==> config.mk <==
export PLATFORM = sky130hd
export DESIGN_NAME = rtc_calendar_control
export DESIGN_NICKNAME = d
export VERILOG_FILES = /design/src/rtc_pkg.sv /design/src/rtc_div_if.sv /design/src/rtc_calendar_control.sv /design/src/rtc_divider.sv
export VERILOG_INCLUDE_DIRS = /design/src
export SDC_FILE = /design/constraint.sdc
export NUM_CORES = 1
export LEC_CHECK = 0
export ABC_AREA = 1
export BUFFER_PORTS_ARGS = -buffer_cell sky130_fd_sc_hd__buf_2
export CORE_MARGIN = 3
export CORE_UTILIZATION = 40
export DETAILED_ROUTE_END_ITERATION = 12
export PLACE_DENSITY = 0.57
export SLEW_MARGIN = 30
export SYNTH_ARGS = -nofsm -noshare
export SYNTH_HDL_FRONTEND = slang
export SYNTH_SLANG_ARGS = --single-unit
==> constraint.sdc <==
create_clock -name mclk_in -period 3.2 [get_ports mclk_in]
set_input_delay 0.32 -clock mclk_in [delete_from_list [all_inputs] [get_ports mclk_in]]
set_output_delay 0.32 -clock mclk_in [all_outputs]
set_load 0.01 [all_outputs]
==> src/rtc_defs.svh <==
`ifndef RTC_DEFS_SVH
`define RTC_DEFS_SVH
// Notes on behaviour
// write lock blocks timekeeping register writes
// output enable drives selected signal to pin
// select 000 alarm, 001 seconds, 010 divided
// repeat count decrements; wraps only with chime
// sixteen-bit divide field sets seconds period
// trim adds N input cycles every 16s
// prescale 256, 64, 16 or 1
// source select picks the counting timebase
// alarm flag set and cleared by hardware
// read-unsafe flag while time may change
// alarm writes unsafe while alarm-sync flag set
// half flag marks second half of second
// time fields are packed BCD digits
// unimplemented bits read zero, ignore writes
// date fields are packed BCD digits
// counting only while enable bit set
// interval field selects alarm repeat period
// alarm events only while alarm enabled
// seconds tick advances time, date, weekday
// alarm fires on unmasked field match
`define RTC_OFS_CON1 8'h00
`define RTC_OFS_CON2 8'h10
`define RTC_OFS_STAT 8'h30
`define RTC_OFS_TIME 8'h40
`define RTC_OFS_DATE 8'h50
`define RTC_OFS_ATIME 8'h60
`define RTC_OFS_ADATE 8'h70
`define RTC_ZERO 32'h00000000
`define RTC_C1_WMASK 32'hcfff88f0
`define RTC_C1_HWMASK 32'h80ff0000
`define RTC_C2_WMASK 32'hfffff833
`define RTC_TM_WMASK 32'h7f7fff00
`define RTC_DT_WMASK 32'h001f3f07
`define RTC_C1_ALMEN 31
`define RTC_C1_CHIME 30
`define RTC_C1_IVAL 27:24
`define RTC_C1_RPT 23:16
`define RTC_C1_ON 15
`define RTC_C1_LOCK 11
`define RTC_C1_OE 7
`define RTC_C1_OSEL 6:4
`define RTC_C2_DIV 31:16
`define RTC_C2_TRIM 15:11
`define RTC_C2_PS 5:4
`define RTC_C2_SRC 1:0
`define RTC_ST_SYNC 2
`define RTC_T_HT 30:28
`define RTC_T_HU 27:24
`define RTC_T_MT 22:20
`define RTC_T_MU 19:16
`define RTC_T_ST 15:12
`define RTC_T_SU 11:8
`define RTC_D_MT 20
`define RTC_D_MU 19:16
`define RTC_D_DT 13:12
`define RTC_D_DU 11:8
`define RTC_D_WD 2:0
`define RTC_OSEL_ALARM 3'h0
`define RTC_OSEL_SEC 3'h1
`define RTC_OSEL_DCLK 3'h2
`define RTC_PS_256 2'h3
`define RTC_PS_64 2'h2
`define RTC_PS_16 2'h1
`define RTC_PRE_256 8'hff
`define RTC_PRE_64 8'h3f
`define RTC_PRE_16 8'h0f
`define RTC_PRE_1 8'h00
`define RTC_SRC_PERIPH 2'h3
`define RTC_SRC_PWRL 2'h2
`define RTC_SRC_LOW_POWER_RC_OSC 2'h1
`define RTC_TRIM_SEC 4'hf
`define RTC_TRIM_NONE 5'h00
`define RTC_RPT_MIN 8'h00
`define RTC_RPT_MAX 8'hff
`define RTC_IV_HALF 4'h0
`define RTC_IV_SEC 4'h1
`define RTC_IV_TSEC 4'h2
`define RTC_IV_MIN 4'h3
`define RTC_IV_TMIN 4'h4
`define RTC_IV_HOUR 4'h5
`define RTC_IV_DAY 4'h6
`define RTC_IV_WEEK 4'h7
`define RTC_IV_MON 4'h8
`define RTC_IV_YEAR 4'h9
`define RTC_BCD9 4'h9
`define RTC_BCD5 4'h5
`define RTC_BCD3 4'h3
`define RTC_BCD2 4'h2
`define RTC_WD_LAST 3'h6
`define RTC_MON_LAST 5'h12
`define RTC_MON_FIRST 5'h01
`endif

==> src/rtc_pkg.sv <==
package rtc_pkg;
  typedef logic [7:0] rtc_addr_t;
  typedef logic [31:0] rtc_word_t;
  typedef enum logic [1:0] {RTC_RUN = 2'b01, RTC_TRIM = 2'b10} rtc_div_state_e;
endpackage : rtc_pkg

==> src/rtc_div_if.sv <==
`timescale 1ns/1ns
interface rtc_div_if;
  logic base_tick;
  logic [1:0] prescale;
  logic [15:0] period;
  logic [4:0] trim;
  logic sec_tick;
  logic half_tick;
  logic second_half;
  logic near_end;
  logic div_clk;
  modport ctl (output base_tick, prescale, period, trim,
    input sec_tick, half_tick, second_half, near_end, div_clk);
  modport div (input base_tick, prescale, period, trim,
    output sec_tick, half_tick, second_half, near_end, div_clk);
endinterface // rtc_div_if

==> src/rtc_calendar_control.sv <==
// The address-and-strobe port and the placing of the registers were chosen for this implementation.
`timescale 1ns/1ns
`include "rtc_defs.svh"
module rtc_calendar_control (
  input wire logic mclk_in,
  input wire logic nrst_in,
  input wire rtc_pkg::rtc_addr_t addr_in,
  input wire rtc_pkg::rtc_word_t wdata_in,
  input wire logic wr_in,
  input wire logic rd_in,
  output rtc_pkg::rtc_word_t rdata_out,
  input wire logic secondary_oscillator_in,
  input wire logic low_power_rc_osc_in,
  input wire logic pwrl_in,
  output logic clk_pin_out,
  output logic clk_pin_oe_out
);
  import rtc_pkg::*;

  function automatic logic rtc_hit(input rtc_addr_t a, input rtc_addr_t o);
    return a == o;
  endfunction

  // carry in bit 4, next digit below; the digit restarts at zero
  function automatic logic [4:0] step4(input logic [3:0] v, input logic [3:0] last);
    return (v >= last) ? 5'h10 : {1'b0, v + 4'h1};
  endfunction

  function automatic logic [32:0] next_time(input rtc_word_t t);
    logic [32:0] r;
    logic [4:0] s;
    logic [3:0] hl;
    r = {1'b0, t};
    hl = ({1'b0, t[`RTC_T_HT]} == `RTC_BCD2) ? `RTC_BCD3 : `RTC_BCD9;
    s = step4(t[`RTC_T_SU], `RTC_BCD9);
    r[`RTC_T_SU] = s[3:0];
    if (s[4])
    begin
      s = step4(t[`RTC_T_ST], `RTC_BCD5);
      r[`RTC_T_ST] = s[3:0];
    end
    if (s[4])
    begin
      s = step4(t[`RTC_T_MU], `RTC_BCD9);
      r[`RTC_T_MU] = s[3:0];
    end
    if (s[4])
    begin
      s = step4({1'b0, t[`RTC_T_MT]}, `RTC_BCD5);
      r[`RTC_T_MT] = s[2:0];
    end
    if (s[4])
    begin
      s = step4(t[`RTC_T_HU], hl);
      r[`RTC_T_HU] = s[3:0];
    end
    if (s[4])
    begin
      s = step4({1'b0, t[`RTC_T_HT]}, `RTC_BCD2);
      r[`RTC_T_HT] = s[2:0];
    end
    r[32] = s[4];
    return r;
  endfunction

  // no year is kept, so February always ends on the 28th
  function automatic logic [5:0] month_last(input logic [4:0] m);
    case (m)
      5'h02: return 6'h28;
      5'h04, 5'h06, 5'h09, 5'h11: return 6'h30;
      default: return 6'h31;
    endcase
  endfunction

  function automatic rtc_word_t next_date(input rtc_word_t d);
    rtc_word_t r;
    logic [4:0] s;
    r = d;
    r[`RTC_D_WD] = (d[`RTC_D_WD] >= `RTC_WD_LAST) ? 3'h0 : d[`RTC_D_WD] + 3'h1;
    if ({d[`RTC_D_DT], d[`RTC_D_DU]} >= month_last({d[`RTC_D_MT], d[`RTC_D_MU]}))
    begin
      r[`RTC_D_DT] = 2'h0;
      r[`RTC_D_DU] = 4'h1;
      if ({d[`RTC_D_MT], d[`RTC_D_MU]} >= `RTC_MON_LAST)
        {r[`RTC_D_MT], r[`RTC_D_MU]} = `RTC_MON_FIRST;
      else
      begin
        s = step4(d[`RTC_D_MU], `RTC_BCD9);
        r[`RTC_D_MU] = s[3:0];
        r[`RTC_D_MT] = d[`RTC_D_MT] | s[4];
      end
    end
    else
    begin
      s = step4(d[`RTC_D_DU], `RTC_BCD9);
      r[`RTC_D_DU] = s[3:0];
      r[`RTC_D_DT] = d[`RTC_D_DT] + {1'b0, s[4]};
    end
    return r;
  endfunction

  // eq: 0 sec units, 1 sec tens, 2 min units, 3 min tens, 4 hours,
  // 5 weekday, 6 day, 7 month
  function automatic logic alarm_match(input logic [3:0] iv, input logic [7:0] eq);
    case (iv)
      `RTC_IV_HALF, `RTC_IV_SEC: return 1'b1;
      `RTC_IV_TSEC: return eq[0];
      `RTC_IV_MIN: return &eq[1:0];
      `RTC_IV_TMIN: return &eq[2:0];
      `RTC_IV_HOUR: return &eq[3:0];
      `RTC_IV_DAY: return &eq[4:0];
      `RTC_IV_WEEK: return &eq[5:0];
      `RTC_IV_MON: return &eq[4:0] && eq[6];
      `RTC_IV_YEAR: return &eq[4:0] && &eq[7:6];
      default: return 1'b0;
    endcase
  endfunction

  rtc_div_if dif ();
  rtc_divider #(.CNT_W(16)) u_div (
    .clk_in(mclk_in),
    .nrst_in(nrst_in),
    .dif(dif.div)
  );

  logic [2:0] s1_q;
  logic [2:0] s2_q;
  logic [2:0] s3_q;
  rtc_word_t con1_q;
  rtc_word_t con2_q;
  rtc_word_t time_q;
  rtc_word_t date_q;
  rtc_word_t atime_q;
  rtc_word_t adate_q;
  rtc_word_t rdata_q;
  logic evt_q;
  logic chk_q;
  logic pin_q;
  logic pin_oe_q;

  wire [2:0] pin_raw = {pwrl_in, low_power_rc_osc_in, secondary_oscillator_in};
  genvar gi;
  generate
    for (gi = 0; gi < 3; gi++)
    begin : g_sync
      always_ff @(posedge mclk_in or negedge nrst_in)
      begin
        if (!nrst_in)
        begin
          s1_q[gi] <= 1'b0;
          s2_q[gi] <= 1'b0;
          s3_q[gi] <= 1'b0;
        end
        else
        begin
          s1_q[gi] <= pin_raw[gi];
          s2_q[gi] <= s1_q[gi];
          s3_q[gi] <= s2_q[gi];
        end
      end
    end
  endgenerate

  // slow sources count on their rising edge; the peripheral clock every cycle
  wire [2:0] pin_edge = s2_q & ~s3_q;
  wire [1:0] src = con2_q[`RTC_C2_SRC];
  wire src_tick = (src == `RTC_SRC_PERIPH) ? 1'b1 :
    (src == `RTC_SRC_PWRL) ? pin_edge[2] : (src == `RTC_SRC_LOW_POWER_RC_OSC) ? pin_edge[1] : pin_edge[0];
  wire on = con1_q[`RTC_C1_ON];
  assign dif.base_tick = on && src_tick;
  assign dif.prescale = con2_q[`RTC_C2_PS];
  assign dif.period = con2_q[`RTC_C2_DIV];
  assign dif.trim = con2_q[`RTC_C2_TRIM];
  wire sec_tick = dif.sec_tick;

  wire lock = con1_q[`RTC_C1_LOCK];
  wire wr_con1 = wr_in && rtc_hit(addr_in, `RTC_OFS_CON1);
  wire wr_con2 = wr_in && rtc_hit(addr_in, `RTC_OFS_CON2) && !lock;
  wire wr_time = wr_in && rtc_hit(addr_in, `RTC_OFS_TIME) && !lock;
  wire wr_date = wr_in && rtc_hit(addr_in, `RTC_OFS_DATE) && !lock;
  wire wr_atime = wr_in && rtc_hit(addr_in, `RTC_OFS_ATIME);
  wire wr_adate = wr_in && rtc_hit(addr_in, `RTC_OFS_ADATE);
  wire rd_stat = rd_in && rtc_hit(addr_in, `RTC_OFS_STAT);

  wire [32:0] tn = next_time(time_q);
  wire rtc_word_t time_d = wr_time ? (wdata_in & `RTC_TM_WMASK) :
    (sec_tick ? tn[31:0] : time_q);
  wire rtc_word_t date_d = wr_date ? (wdata_in & `RTC_DT_WMASK) :
    ((sec_tick && tn[32]) ? next_date(date_q) : date_q);

  wire [3:0] ival = con1_q[`RTC_C1_IVAL];
  wire alm_en = con1_q[`RTC_C1_ALMEN];
  wire chime = con1_q[`RTC_C1_CHIME];
  wire [7:0] rpt = con1_q[`RTC_C1_RPT];
  // compare one cycle after the tick, against the already advanced time
  wire chk_d = sec_tick || (dif.half_tick && ival == `RTC_IV_HALF);
  wire [7:0] eq = {
    date_q[`RTC_D_MT] == adate_q[`RTC_D_MT] && date_q[`RTC_D_MU] == adate_q[`RTC_D_MU],
    date_q[`RTC_D_DT] == adate_q[`RTC_D_DT] && date_q[`RTC_D_DU] == adate_q[`RTC_D_DU],
    date_q[`RTC_D_WD] == adate_q[`RTC_D_WD],
    time_q[`RTC_T_HT] == atime_q[`RTC_T_HT] && time_q[`RTC_T_HU] == atime_q[`RTC_T_HU],
    time_q[`RTC_T_MT] == atime_q[`RTC_T_MT],
    time_q[`RTC_T_MU] == atime_q[`RTC_T_MU],
    time_q[`RTC_T_ST] == atime_q[`RTC_T_ST],
    time_q[`RTC_T_SU] == atime_q[`RTC_T_SU]};
  wire evt = chk_q && alm_en && alarm_match(ival, eq);

  wire rpt_zero = rpt == `RTC_RPT_MIN;
  wire [7:0] rpt_nx = rpt_zero ? (chime ? `RTC_RPT_MAX : rpt) : rpt - 8'h01;
  wire en_nx = !(rpt_zero && !chime);
  wire rtc_word_t con1_w = wr_con1 ? (wdata_in & `RTC_C1_WMASK) : con1_q;
  // the hardware update of enable and count wins over a same-cycle write
  wire rtc_word_t con1_d = evt ?
    ((con1_w & ~`RTC_C1_HWMASK) | {en_nx, 7'h00, rpt_nx, 16'h0000}) : con1_w;
  wire rtc_word_t con2_d = wr_con2 ? (wdata_in & `RTC_C2_WMASK) : con2_q;

  wire sync = on && dif.near_end;
  wire alarm_write_unsafe = sync && alm_en;
  wire rtc_word_t stat_w = {26'h0, evt_q, 2'b00, sync, alarm_write_unsafe, dif.second_half};
  wire rtc_word_t rd_mux = rtc_hit(addr_in, `RTC_OFS_CON1) ? con1_q :
    rtc_hit(addr_in, `RTC_OFS_CON2) ? con2_q :
    rtc_hit(addr_in, `RTC_OFS_STAT) ? stat_w :
    rtc_hit(addr_in, `RTC_OFS_TIME) ? time_q :
    rtc_hit(addr_in, `RTC_OFS_DATE) ? date_q :
    rtc_hit(addr_in, `RTC_OFS_ATIME) ? atime_q :
    rtc_hit(addr_in, `RTC_OFS_ADATE) ? adate_q : `RTC_ZERO;
  wire rtc_word_t rdata_d = rd_in ? rd_mux : `RTC_ZERO;

  wire [2:0] osel = con1_q[`RTC_C1_OSEL];
  wire oe = con1_q[`RTC_C1_OE];
  wire pin_sel = (osel == `RTC_OSEL_ALARM) ? evt :
    (osel == `RTC_OSEL_SEC) ? dif.second_half :
    (osel == `RTC_OSEL_DCLK) ? dif.div_clk : 1'b0;

  always_ff @(posedge mclk_in or negedge nrst_in)
  begin
    if (!nrst_in)
    begin
      con1_q <= `RTC_ZERO;
      con2_q <= `RTC_ZERO;
      time_q <= `RTC_ZERO;
      date_q <= `RTC_ZERO;
    end
    else
    begin
      con1_q <= con1_d;
      con2_q <= con2_d;
      time_q <= time_d;
      date_q <= date_d;
    end
  end

  always_ff @(posedge mclk_in or negedge nrst_in)
  begin
    if (!nrst_in)
    begin
      atime_q <= `RTC_ZERO;
      adate_q <= `RTC_ZERO;
      chk_q <= 1'b0;
      evt_q <= 1'b0;
    end
    else
    begin
      atime_q <= wr_atime ? (wdata_in & `RTC_TM_WMASK) : atime_q;
      adate_q <= wr_adate ? (wdata_in & `RTC_DT_WMASK) : adate_q;
      chk_q <= chk_d;
      // a new event beats the clear that the status read brings
      evt_q <= evt || (evt_q && !rd_stat);
    end
  end

  always_ff @(posedge mclk_in or negedge nrst_in)
  begin
    if (!nrst_in)
    begin
      rdata_q <= `RTC_ZERO;
      pin_q <= 1'b0;
      pin_oe_q <= 1'b0;
    end
    else
    begin
      rdata_q <= rdata_d;
      pin_q <= oe && pin_sel;
      pin_oe_q <= oe;
    end
  end

  assign rdata_out = rdata_q;
  assign clk_pin_out = pin_q;
  assign clk_pin_oe_out = pin_oe_q;
endmodule // rtc_calendar_control

==> src/rtc_divider.sv <==
`timescale 1ns/1ns
`include "rtc_defs.svh"
module rtc_divider #(
  parameter int CNT_W = 16
) (
  input wire logic clk_in,
  input wire logic nrst_in,
  rtc_div_if.div dif
);
  import rtc_pkg::*;
  generate
    if (CNT_W < 2 || CNT_W > 16)
    begin : g_bad
      $error("rtc_divider: CNT_W must be 2 to 16");
    end
  endgenerate
  rtc_div_state_e st_q;
  rtc_div_state_e st_d;
  logic [7:0] pre_q;
  logic [CNT_W-1:0] cnt_q;
  logic [3:0] secs_q;
  logic [4:0] trim_q;
  logic half_q;
  logic dclk_q;
  wire [1:0] ps = dif.prescale;
  wire [7:0] pre_last = (ps == `RTC_PS_256) ? `RTC_PRE_256 :
    (ps == `RTC_PS_64) ? `RTC_PRE_64 : (ps == `RTC_PS_16) ? `RTC_PRE_16 : `RTC_PRE_1;
  wire run = st_q == RTC_RUN;
  wire [CNT_W-1:0] per = dif.period[CNT_W-1:0];
  // >= keeps the counters sane when software shrinks a field mid-count
  wire pre_end = run && dif.base_tick && pre_q >= pre_last;
  wire cnt_end = pre_end && cnt_q >= per;
  wire do_trim = cnt_end && secs_q == `RTC_TRIM_SEC && dif.trim != `RTC_TRIM_NONE;
  wire trim_end = !run && dif.base_tick && trim_q == dif.trim - 5'h01;
  assign dif.sec_tick = (cnt_end && !do_trim) || trim_end;
  assign dif.half_tick = pre_end && cnt_q == (per >> 1);
  assign dif.second_half = half_q;
  assign dif.near_end = !run || cnt_q >= per;
  assign dif.div_clk = dclk_q;
  assign st_d = do_trim ? RTC_TRIM : (trim_end ? RTC_RUN : st_q);
  always_ff @(posedge clk_in or negedge nrst_in)
  begin
    if (!nrst_in)
    begin
      st_q <= RTC_RUN;
      pre_q <= `RTC_PRE_1;
      cnt_q <= '0;
      trim_q <= `RTC_TRIM_NONE;
    end
    else
    begin
      st_q <= st_d;
      pre_q <= pre_end ? `RTC_PRE_1 : ((run && dif.base_tick) ? pre_q + 8'h01 : pre_q);
      cnt_q <= cnt_end ? '0 : (pre_end ? cnt_q + 1'b1 : cnt_q);
      trim_q <= run ? `RTC_TRIM_NONE : (dif.base_tick ? trim_q + 5'h01 : trim_q);
    end
  end
  always_ff @(posedge clk_in or negedge nrst_in)
  begin
    if (!nrst_in)
    begin
      secs_q <= 4'h0;
      half_q <= 1'b0;
      dclk_q <= 1'b0;
    end
    else
    begin
      secs_q <= dif.sec_tick ? secs_q + 4'h1 : secs_q;
      half_q <= dif.sec_tick ? 1'b0 : (dif.half_tick ? 1'b1 : half_q);
      dclk_q <= pre_end ? ~dclk_q : dclk_q;
    end
  end
endmodule // rtc_divider

Word level (Yosys, flattened, before mapping)
Cells that the tools add are included.
- add/sub/neg operators: 16
- $lt $le $gt $ge: 13
- reduce and logical (&&, ||, !) cells: 77
- equal/unequal tests: 44
- bitwise logic cells: 5
- mux-type cells: 60
- operator list (operator ; count):
    32-bit two-way mux ; 10
    5-bit two-way mux ; 17
    31-bit two-way mux ; 2
    8-bit two-way mux ; 6
    21-bit two-way mux ; 2
    1-bit logical AND ; 34
    8-bit by 7-bit == test with 1-bit output (second input constant) ; 4
    16-bit two-way mux ; 2
    31-bit by 32-bit bitwise OR with 32-bit output ; 1
    4-bit by 1-bit adder with 4-bit output (second input constant) ; 7
    2-bit nonzero test ; 14
    4-bit == test ; 6
    4-bit two-way mux ; 5
    16-bit by 1-bit adder with 16-bit output (second input constant) ; 1
    16-bit by 15-bit == test with 1-bit output ; 1
    4-bit by 3-bit == test with 1-bit output (second input constant) ; 4
    16-bit >= comparator ; 1
    4-bit >= comparator (second input constant) ; 4
    8-bit logical NOT ; 2
    2-bit AND reduction ; 8
    4-bit == test (second input constant) ; 3
    5-bit by 3-bit == test with 1-bit output (second input constant) ; 2
    5-bit one-hot mux with 2 select lines ; 1
    3-bit == test ; 3
    48 further kinds ; 75
- register bits: 239
- output and inout port bits: 34

Logic depth before layout (Yosys ltp)
Gate-level depths: netlist (run 1).
- word-level depth: 17
- depth in mapped cells: 18
- mapped depth without buffers: 17

Cells and area by module
A second synthesis (run 1) with hierarchy kept.
- cells, all modules: 1491
- area total of the unflattened synthesis: 11768.8 um^2
- modules (own cells, without submodules) (module ; instances ; area an instance (um^2) ; cells an instance):
    rtc_calendar_control ; 1 ; 8829.7 ; 1096
    rtc_divider ; 1 ; 2939.1 ; 395

Worst setup path after synthesis (run 1)
No wires, ideal clock.
- path type: reg-to-reg
- start point: reg date_q[16]
- end point: reg date_q[8]
- path slack: 864 ps
- buffers on the path: 0
- stages on the path, launching flop included: 17
- period minus slack after synthesis: 2336 ps
- arrival time: 2213 ps
- library setup time: 122 ps
- data required time: 3078 ps
- cells stage by stage: dfrtp_1 inv_1 ha_1 nand2_1 nor2_1 inv_1 ha_1 nand2_1 inv_1 o21ai_0 nand2_1 a31oi_1 nand3_2 a21oi_1 a21oi_1 nand2_1 o21ai_1
- word-level cells in the longest chain between the ends: 7
- elaborated cells between the ends (all ways): 11
- ends and longest elaborated chain (item ; line ; text):
    from (decl) ; rtc_calendar_control.sv:132 ; rtc_word_t date_q;
    from (signal assigned) ; rtc_calendar_control.sv:242 ; date_q <= `RTC_ZERO;
    from (signal assigned) ; rtc_calendar_control.sv:249 ; date_q <= date_d;
    5-bit by 3-bit == test with 1-bit output (tied with other cells) ; rtc_calendar_control.sv:68 ; case (m)
    4-bit OR reduction ; rtc_calendar_control.sv:68 ;
    5-bit one-hot mux with 2 select lines * ; rtc_calendar_control.sv:68 ;
    6-bit >= comparator * ; rtc_calendar_control.sv:80 ; if ({d[`RTC_D_DT], d[`RTC_D_DU]} >= month_last({d[`RTC_D_MT], d[`RTC_D_MU]}))
    6-bit two-way mux * ; rtc_calendar_control.sv:80 ;
    21-bit two-way mux * ; rtc_calendar_control.sv:189 ; ((sec_tick && tn[32]) ? next_date(date_q) : date_q);
    32-bit two-way mux * ; rtc_calendar_control.sv:188 ; wire rtc_word_t date_d = wr_date ? (wdata_in & `RTC_DT_WMASK) :
Mark *: on every way between the ends. The rest lies on a longest branch, timed or not. The select of a mux whose other input is x is not followed.
A chain may end at the register's enable or synchronous reset.

Worst setup path after layout (run 1)
Ends and elaborated chain as after synthesis.

==> summary.txt, run 1 <==
Die
  – Die W: 177.1 um
  – Area of the core: between 20,000 and 30,000 sq um
  – Row Count: between 60 and 70
  – Die area: about 31,000 sq um
  – Io pins: 81
  – Initial Util: 0.4133
  – Die Height: roughly 180 um

Yosys
  – Largest family of logic cells by synthesized area: simple AND/OR/NAND/NOR gates
  – Compound-Gate Fraction of Synth Area: 0.1446
  – Post-Synth Adder-Cell Area: 0.05880
  – Syn Area/Cell: ~8 sq um
  – Count of cell types in the netlist: 57
  – Top FF cell, synth: dfrtp_1
  – Post-synthesis mux area share: 0.002886
  – Yosys top cell by area: dfrtp_1
  – Ys async rst share: 1.000
  – Post-synth top cells: 365 x nand2_1, 198 x dfrtp_1, 187 x inv_1, 152 x o21ai_0, 103 x nor2_1
  – Most frequent cell after synthesis: nand2_1
  – Synth area leaders: dfrtp_1 42%, nand2_1 12%, o21ai_0 6.5%
  – Net Count, Synth: between 1,500 and 2,000
  – Post-synthesis register bit count: 199
  – Cell area after synthesis: approximately 12,000 sq um
  – Synth top area share: 0.4233
  – Post-Synthesis Cells: 1,502
  – Yosys warnings: 0
  – Simple-Gate Fraction of Synth Area: 0.2397
  – Xor/xnor cell area share of the yosys netlist: 0.04565
  – Seq/Total Area, Yosys: 0.4256
  – EDFF count, synth: 0

Timing
  – TNS Setup: 0 ns
  – RSZ-0062 raised after global routing: false
  – Final min period: 2.804 ns
  – Worst Max-Slew Pin Slew: about 0.77 ns
  – Setup-failing EPs final: 0
  – Fin. Hold Viols: 0
  – Hold Slack: 0.06964 ns
  – Tcrit/Tclk final: 0.8762
  – Clock skew: between 0.015 and 0.02 ns
  – Setup ws final: between 0.3 and 0.4 ns
  – Fmax: between 0.3 and 0.4 GHz
  – Final Max Slew Viols: 0
  – Rel. slew slack: 0.4854

Clocking
  – CTS buffer count: 17
  – PostCTS Resize Cnt: 0
  – CTS HTree Levels: 4
  – Clock slew seen by the registers of the worst setup and hold paths: around 0.090 ns
  – Clk sink count: 199
  – Post-CTS Setup Inserts: 0
  – CTS max path bufs: 2
  – CTS tree: yes
  – Clk_lat worst skew: about 0.46 ns
  – Clock Root Buffer: clkbuf_16

Worst setup path
  – CP max stage cell: dfrtp_1
  – Worst-path maximum fanout: 10
  – Crit path arrival time: around 3.1 ns
  – Cell mode on critical path: nand2_1
  – Kind of critical path: flip-flop to flip-flop
  – Crit end category: flip-flop
  – Crit start category: flip-flop
  – Max incr delay on CP: about 0.46 ns
  – Worst endpoint required time: 3.53 ns
  – Buf/Inv on CP: 3
  – Worst path cell trace: inv_1 > ha_1 > nand2_1 > nor2_1 > inv_1 > ha_1 > nand2_1 > inv_1 > o21ai_0 > nand2_1 > a31oi_1 > nand3_2 > a21oi_1 > a21oi_1 > nand2_1 > o21ai_1
  – CP top delay family: simple AND/OR/NAND/NOR gates

Placed design
  – Placed cells: roughly 1,900
  – Pre-CTS WS: slightly below 0.4 ns
  – Final GP Congestion: around 0.94
  – PortBufs: between 70 and 80
  – Placed Area: roughly 13,000 sq um
  – DP Wirelength: 26,250 um

Detailed routing
  – DR iter-0 viols: 826
  – Via count: 10,340
  – Total wire length: about 34,000 um
  – Post-DR vias/cell: around 5.2
  – # DRC: 0
  – First-pass DRT Iterations: 5
  – DRT antenna net count: 0
  – Drt wl/cell: between 15 and 20 um

Power
  – Cell Pwr Density: around 390 nW/um^2
  – Total power after layout: just over 5 mW
  – Worst vdd ir: roughly 320 uV
  – Static leakage power: about 6.6 nW

Global routing
  – First-pass GRT wire length: 54,800 um
  – Vias in the first global route: roughly 9,900
  – Total overflow reported by the global router: 0
  – Largest net degree at the start of global routing: slightly above 90
  – All-Layer GR Usage: 0.2252
  – Initial antenna violation count: 0

Layout
  – # fillers: between 2,000 and 3,000
  – Share of post-route cells with drive strength above 1: 0.1196
  – Post-Layout Cell Count: roughly 2,000
  – Nets: 1,695
  – Post-layout util: 0.4675
  – P&R area growth vs syn: 13.10%
  – Design area: 13,240 sq um

Flow run
  – # Max-Cap Violations: 0

Min path
  – Worst hold path type: input port to flip-flop

Status
  – Status: completed
path summary, 6_finish.rpt:
kind | slack (ns) | endpoint | cells past startpoint | start
worst max-delay path | 0.40 | date_q[8]$_DFFE_PN0P_ | 16 | date_q[16]$_DFFE_PN0P_
worst min-delay path | 0.07 | con1_q[7]$_DFFE_PN0P_ | 3 | wdata_in[7]
worst max register to register | 0.40 | date_q[8]$_DFFE_PN0P_ | 16 | date_q[16]$_DFFE_PN0P_
worst min register to register | 0.35 | s2_q[1]$_DFF_PN0_ | 0 | s1_q[1]$_DFF_PN0_
max in group asynchronous | 1.92 | adate_q[20]$_DFFE_PN0P_ | 3 | nrst_in
min in group asynchronous | 0.47 | rdata_out[3]$_DFF_PN0_ | 2 | nrst_in
where the power goes:
group	internal (mW)	switching [mW]	total, mW	leakage, nW
registers	2.57	0.0545	2.62	2.62
clock network	1.14	1.06	2.21	0.290
logic	0.0982	0.208	0.306	3.73
total	3.81	1.33	5.14	6.65
cell type report:
| class | instances | area, sq um | share of cell area |
|---|---|---|---|
| flip-flops and latches | 199 | 4981 | 0.3763 |
| clock inverters | 12 | 131.4 | 0.009925 |
| repair buffers | 109 | 664.4 | 0.05019 |
| diodes | 1 | 2.502 | 0.0001891 |
| clock buffers | 19 | 452.9 | 0.03422 |
| multi-input cells | 1060 | 5758 | 0.4350 |
| inverters | 206 | 773.2 | 0.05842 |
| well taps | 378 | 473.0 | 0.03573 |
kinds of logic after synthesis:
group,Yosys count
AOI/OAI and AO/OA,296
muxes,3
xor gates and xnor gates,61
other,1
DFF,199
buffers and inverters,243
adders and majority gates,55
and+or+nand+nor,644
cell usage in the layout, fill, tap and decap left out, drive strengths merged, types with 31 or more instances in the layout:
cell,netlist,layout
a21oi,48,48
buf,17,104
dfrtp,198,198
ha,55,55
inv,203,211
nand2,375,375
nand3,91,91
nor2,113,113
nor3,31,31
o21ai,172,172
xor2,36,36
flip-flops by register name, indices dropped and copies added, names as in the netlist:
register               flops
adate_q                   14
atime_q                   22
chk_q                      1
clk_pin_oe_out             1
clk_pin_out                1
con1_q                    20
con2_q                    25
date_q                    14
evt_q                      1
rdata_out                 32
s1_q                       3
s2_q                       3
s3_q                       3
time_q                    22
u_div.cnt_q               16
u_div.dif.div_clk          1
u_div.dif.second_half      1
u_div.pre_q                8
u_div.secs_q               4
u_div.st_q                 2
u_div.trim_q               5
layer usage:
metal / global-route usage / up-vias / wire length [um]
met3: 0.04033 / 43 / 1802
met1: 0.3055 / 4943 / 15500
met2: 0.3700 / 248 / 16140
met4: 0.06448 / 0 / 768
met5: 0 / - / 0
li1: - / 5101 / -
worst min-delay path, delay by kind of cell:
kind / cells / cell delay (ns)
buf+inv: 1 / 0.07
compound gates: 1 / 0.06
simple gates: 1 / 0.04
repair_timing:
item / in CTS / in global routing
endpoints found under the setup margin: 0 / 0
hold buffers: 4 / 0
hold endpoints to repair: 90 / 0
No activity file was read; power rests on OpenSTA's default activity.
==> run 2: changes to the inputs <==
==> constraint.sdc (replaced) <==
create_clock -name mclk_in -period 3.5 [get_ports mclk_in]
set_input_delay 0.35 -clock mclk_in [delete_from_list [all_inputs] [get_ports mclk_in]]
set_output_delay 0.35 -clock mclk_in [all_outputs]
set_load 0.01 [all_outputs]
==> run 2 against run 1 <==
  * Final cell count shrank 0.20%
  * Clock-buffer cell count is the same
  * Critical endpoint is now date_q[16]$_DFFE_PN0P_
  * Register-to-register slack gained 0.26 ns
  * Sequential share of layout area is 0.15 points higher
  * Setup slack better by 0.26 ns
  * Utilization decreased by 0.19 points
  * Design area decreased by 0.41%
  * Clock power decreased by 10%
  * Sequential power fell by 8.4%
==> summary.txt, run 2 (synthesis gave the netlist of run 1 again) <==
Layout
  – Post-Layout Cell Count: around 2,000
  – Commonest non-fill, non-tap cells in the layout: 365 x nand2_1, 198 x dfrtp_1, 187 x inv_1, 152 x o21ai_0, 103 x nor2_1
  – Nets: between 1,500 and 2,000
  – Commonest non-fill, non-tap cell in the layout: nand2_1
  – Antenna cells: 0
  – Number of flip-flops in the largest register: 32
  – P&R area growth vs syn: 12.64%
  – Share of post-route cells with drive strength above 1: 0.1180

Global routing
  – Initial antenna violation count: 0
  – Total overflow reported by the global router: 0
  – Vias in the first global route: a little under 10,000
  – First-pass GRT wire length: roughly 55,000 um
  – Largest net degree at the start of global routing: 81
  – All-Layer GR Usage: 0.2262

Worst setup path
  – Crit path arrival time: ~3.2 ns
  – Worst endpoint required time: 3.83 ns
  – CP max stage cell: dfrtp_1
  – CP top delay family: simple AND/OR/NAND/NOR gates
  – Max incr delay on CP: 0.48 ns
  – Buf/Inv on CP: 1
  – Kind of critical path: flip-flop to flip-flop
  – Worst path cell trace: inv_1 > ha_1 > nand2_1 > a21oi_1 > nor2_2 > nand2_1 > nor2_1 > nand2_1 > nor2_1 > nand2_1 > nand2_2 > nand2_1 > nand2_1 > nand2_1
  – Worst-path maximum fanout: 15
  – Crit end category: flip-flop
  – Crit start category: flip-flop
  – Cell mode on critical path: nand2_1

Die
  – Initial Util: 0.4133
  – Row Count: 61
  – Die Height: around 180 um
  – Die W: roughly 180 um
  – Io pins: 81
  – Area of the core: ~28,000 sq um
  – Die area: between 30,000 and 40,000 sq um

Detailed routing
  – Total wire length: 34,140 um
  – # DRC: 0
  – DR iter-0 viols: ~980
  – First-pass DRT Iterations: 5
  – Post-DR vias/cell: between 5 and 6
  – DRT antenna net count: 0
  – Drt wl/cell: approximately 17 um
  – Via count: between 10,000 and 15,000

Clocking
  – Clk_lat worst skew: about 0.45 ns
  – CTS buffer count: 17
  – Post-CTS Hold Fix Bufs: 3
  – CTS max path bufs: 2
  – Clock Root Buffer: clkbuf_16
  – Post-CTS Setup Inserts: 0
  – Clk sink count: 199
  – CTS HTree Levels: 4
  – CTS tree: yes
  – PostCTS Resize Cnt: 0
  – Clock slew seen by the registers of the worst setup and hold paths: about 0.080 ns

Timing
  – Fin. Hold Viols: 0
  – Clock skew: roughly 0.019 ns
  – Rel. slew slack: 0.5106
  – RSZ-0062 raised after global routing: false
  – Tcrit/Tclk final: 0.8121
  – Final Max Slew Viols: 0
  – Worst Max-Slew Pin Slew: roughly 0.73 ns
  – Final min period: ~2.8 ns
  – TNS Setup: 0 ns
  – Fmax: 0.3518 GHz
  – Setup-failing EPs final: 0

Placed design
  – Final GP Congestion: between 0.9 and 1
  – PortBufs: 79
  – DP Wirelength: between 20,000 and 30,000 um
  – Placed cells: 1,945

Power
  – Static leakage power: 6.614 nW
  – Cell Pwr Density: between 300 and 400 nW/um^2
  – Total power after layout: roughly 4.7 mW
  – Worst vdd ir: between 200 and 300 uV

Min path
  – Worst hold path type: input port to flip-flop

Status
  – Status: completed

Flow run
  – # Max-Cap Violations: 0
## run 2: report_power, final
| group | internal [mW] | total [mW] | leakage [nW] | switching (mW) |
|---|---|---|---|---|
| Combinational | 0.0891 | 0.279 | 3.71 | 0.190 |
| Clock | 1.03 | 1.99 | 0.283 | 0.964 |
| Sequential | 2.35 | 2.40 | 2.62 | 0.0511 |
## run 2: final cells by class
cell class,count,area [sq um]
inverters,206,773.2
clock inverters,13,135.1
flip-flops and latches,199,4981
repair buffers,105,619.3
clock buffers,19,442.9
well taps,378,473.0
multi-input cells,1060,5758
fillers,2859,15130
## run 2: routing by layer
layer,GRT usage,vias up,share of wire
li1,-,5094,-
met1,0.3094,4895,0.45
met2,0.3663,277,0.47
met3,0.04826,44,0.055
met4,0.05761,0,0.024
met5,0,-,0
## run 2: final timing paths
kind / startpoint / end / slack, ns / depth (start not counted)
max: time_q[13]$_DFFE_PN0P_ / date_q[16]$_DFFE_PN0P_ / 0.66 / 14
min: pwrl_in / s1_q[2]$_DFF_PN0_ / 0.02 / 1
max reg2reg: time_q[13]$_DFFE_PN0P_ / date_q[16]$_DFFE_PN0P_ / 0.66 / 14
min reg2reg: s1_q[2]$_DFF_PN0_ / s2_q[2]$_DFF_PN0_ / 0.36 / 0
max in group asynchronous: nrst_in / time_q[10]$_DFFE_PN0P_ / 2.09 / 3
min in group asynchronous: nrst_in / rdata_out[26]$_DFF_PN0_ / 0.49 / 2
## run 2: stage by stage
step | setup WS, ns | hold slack (ns) | utilization | cell area (sq um)
final | 0.6575 | 0.01722 | 0.4656 | 13180
after global routing | 0.4321 | 0.01051 | 0.4656 | 13180
after CTS | 0.6885 | 0.003387 | 0.4656 | 13180
after detailed placement | 0.7158 | 0.3510 | 0.4441 | 12570
after global placement | 0.7405 | 0.3519 | 0.4441 | 12570
after floorplan | 1.164 | 0.05441 | - | 11700
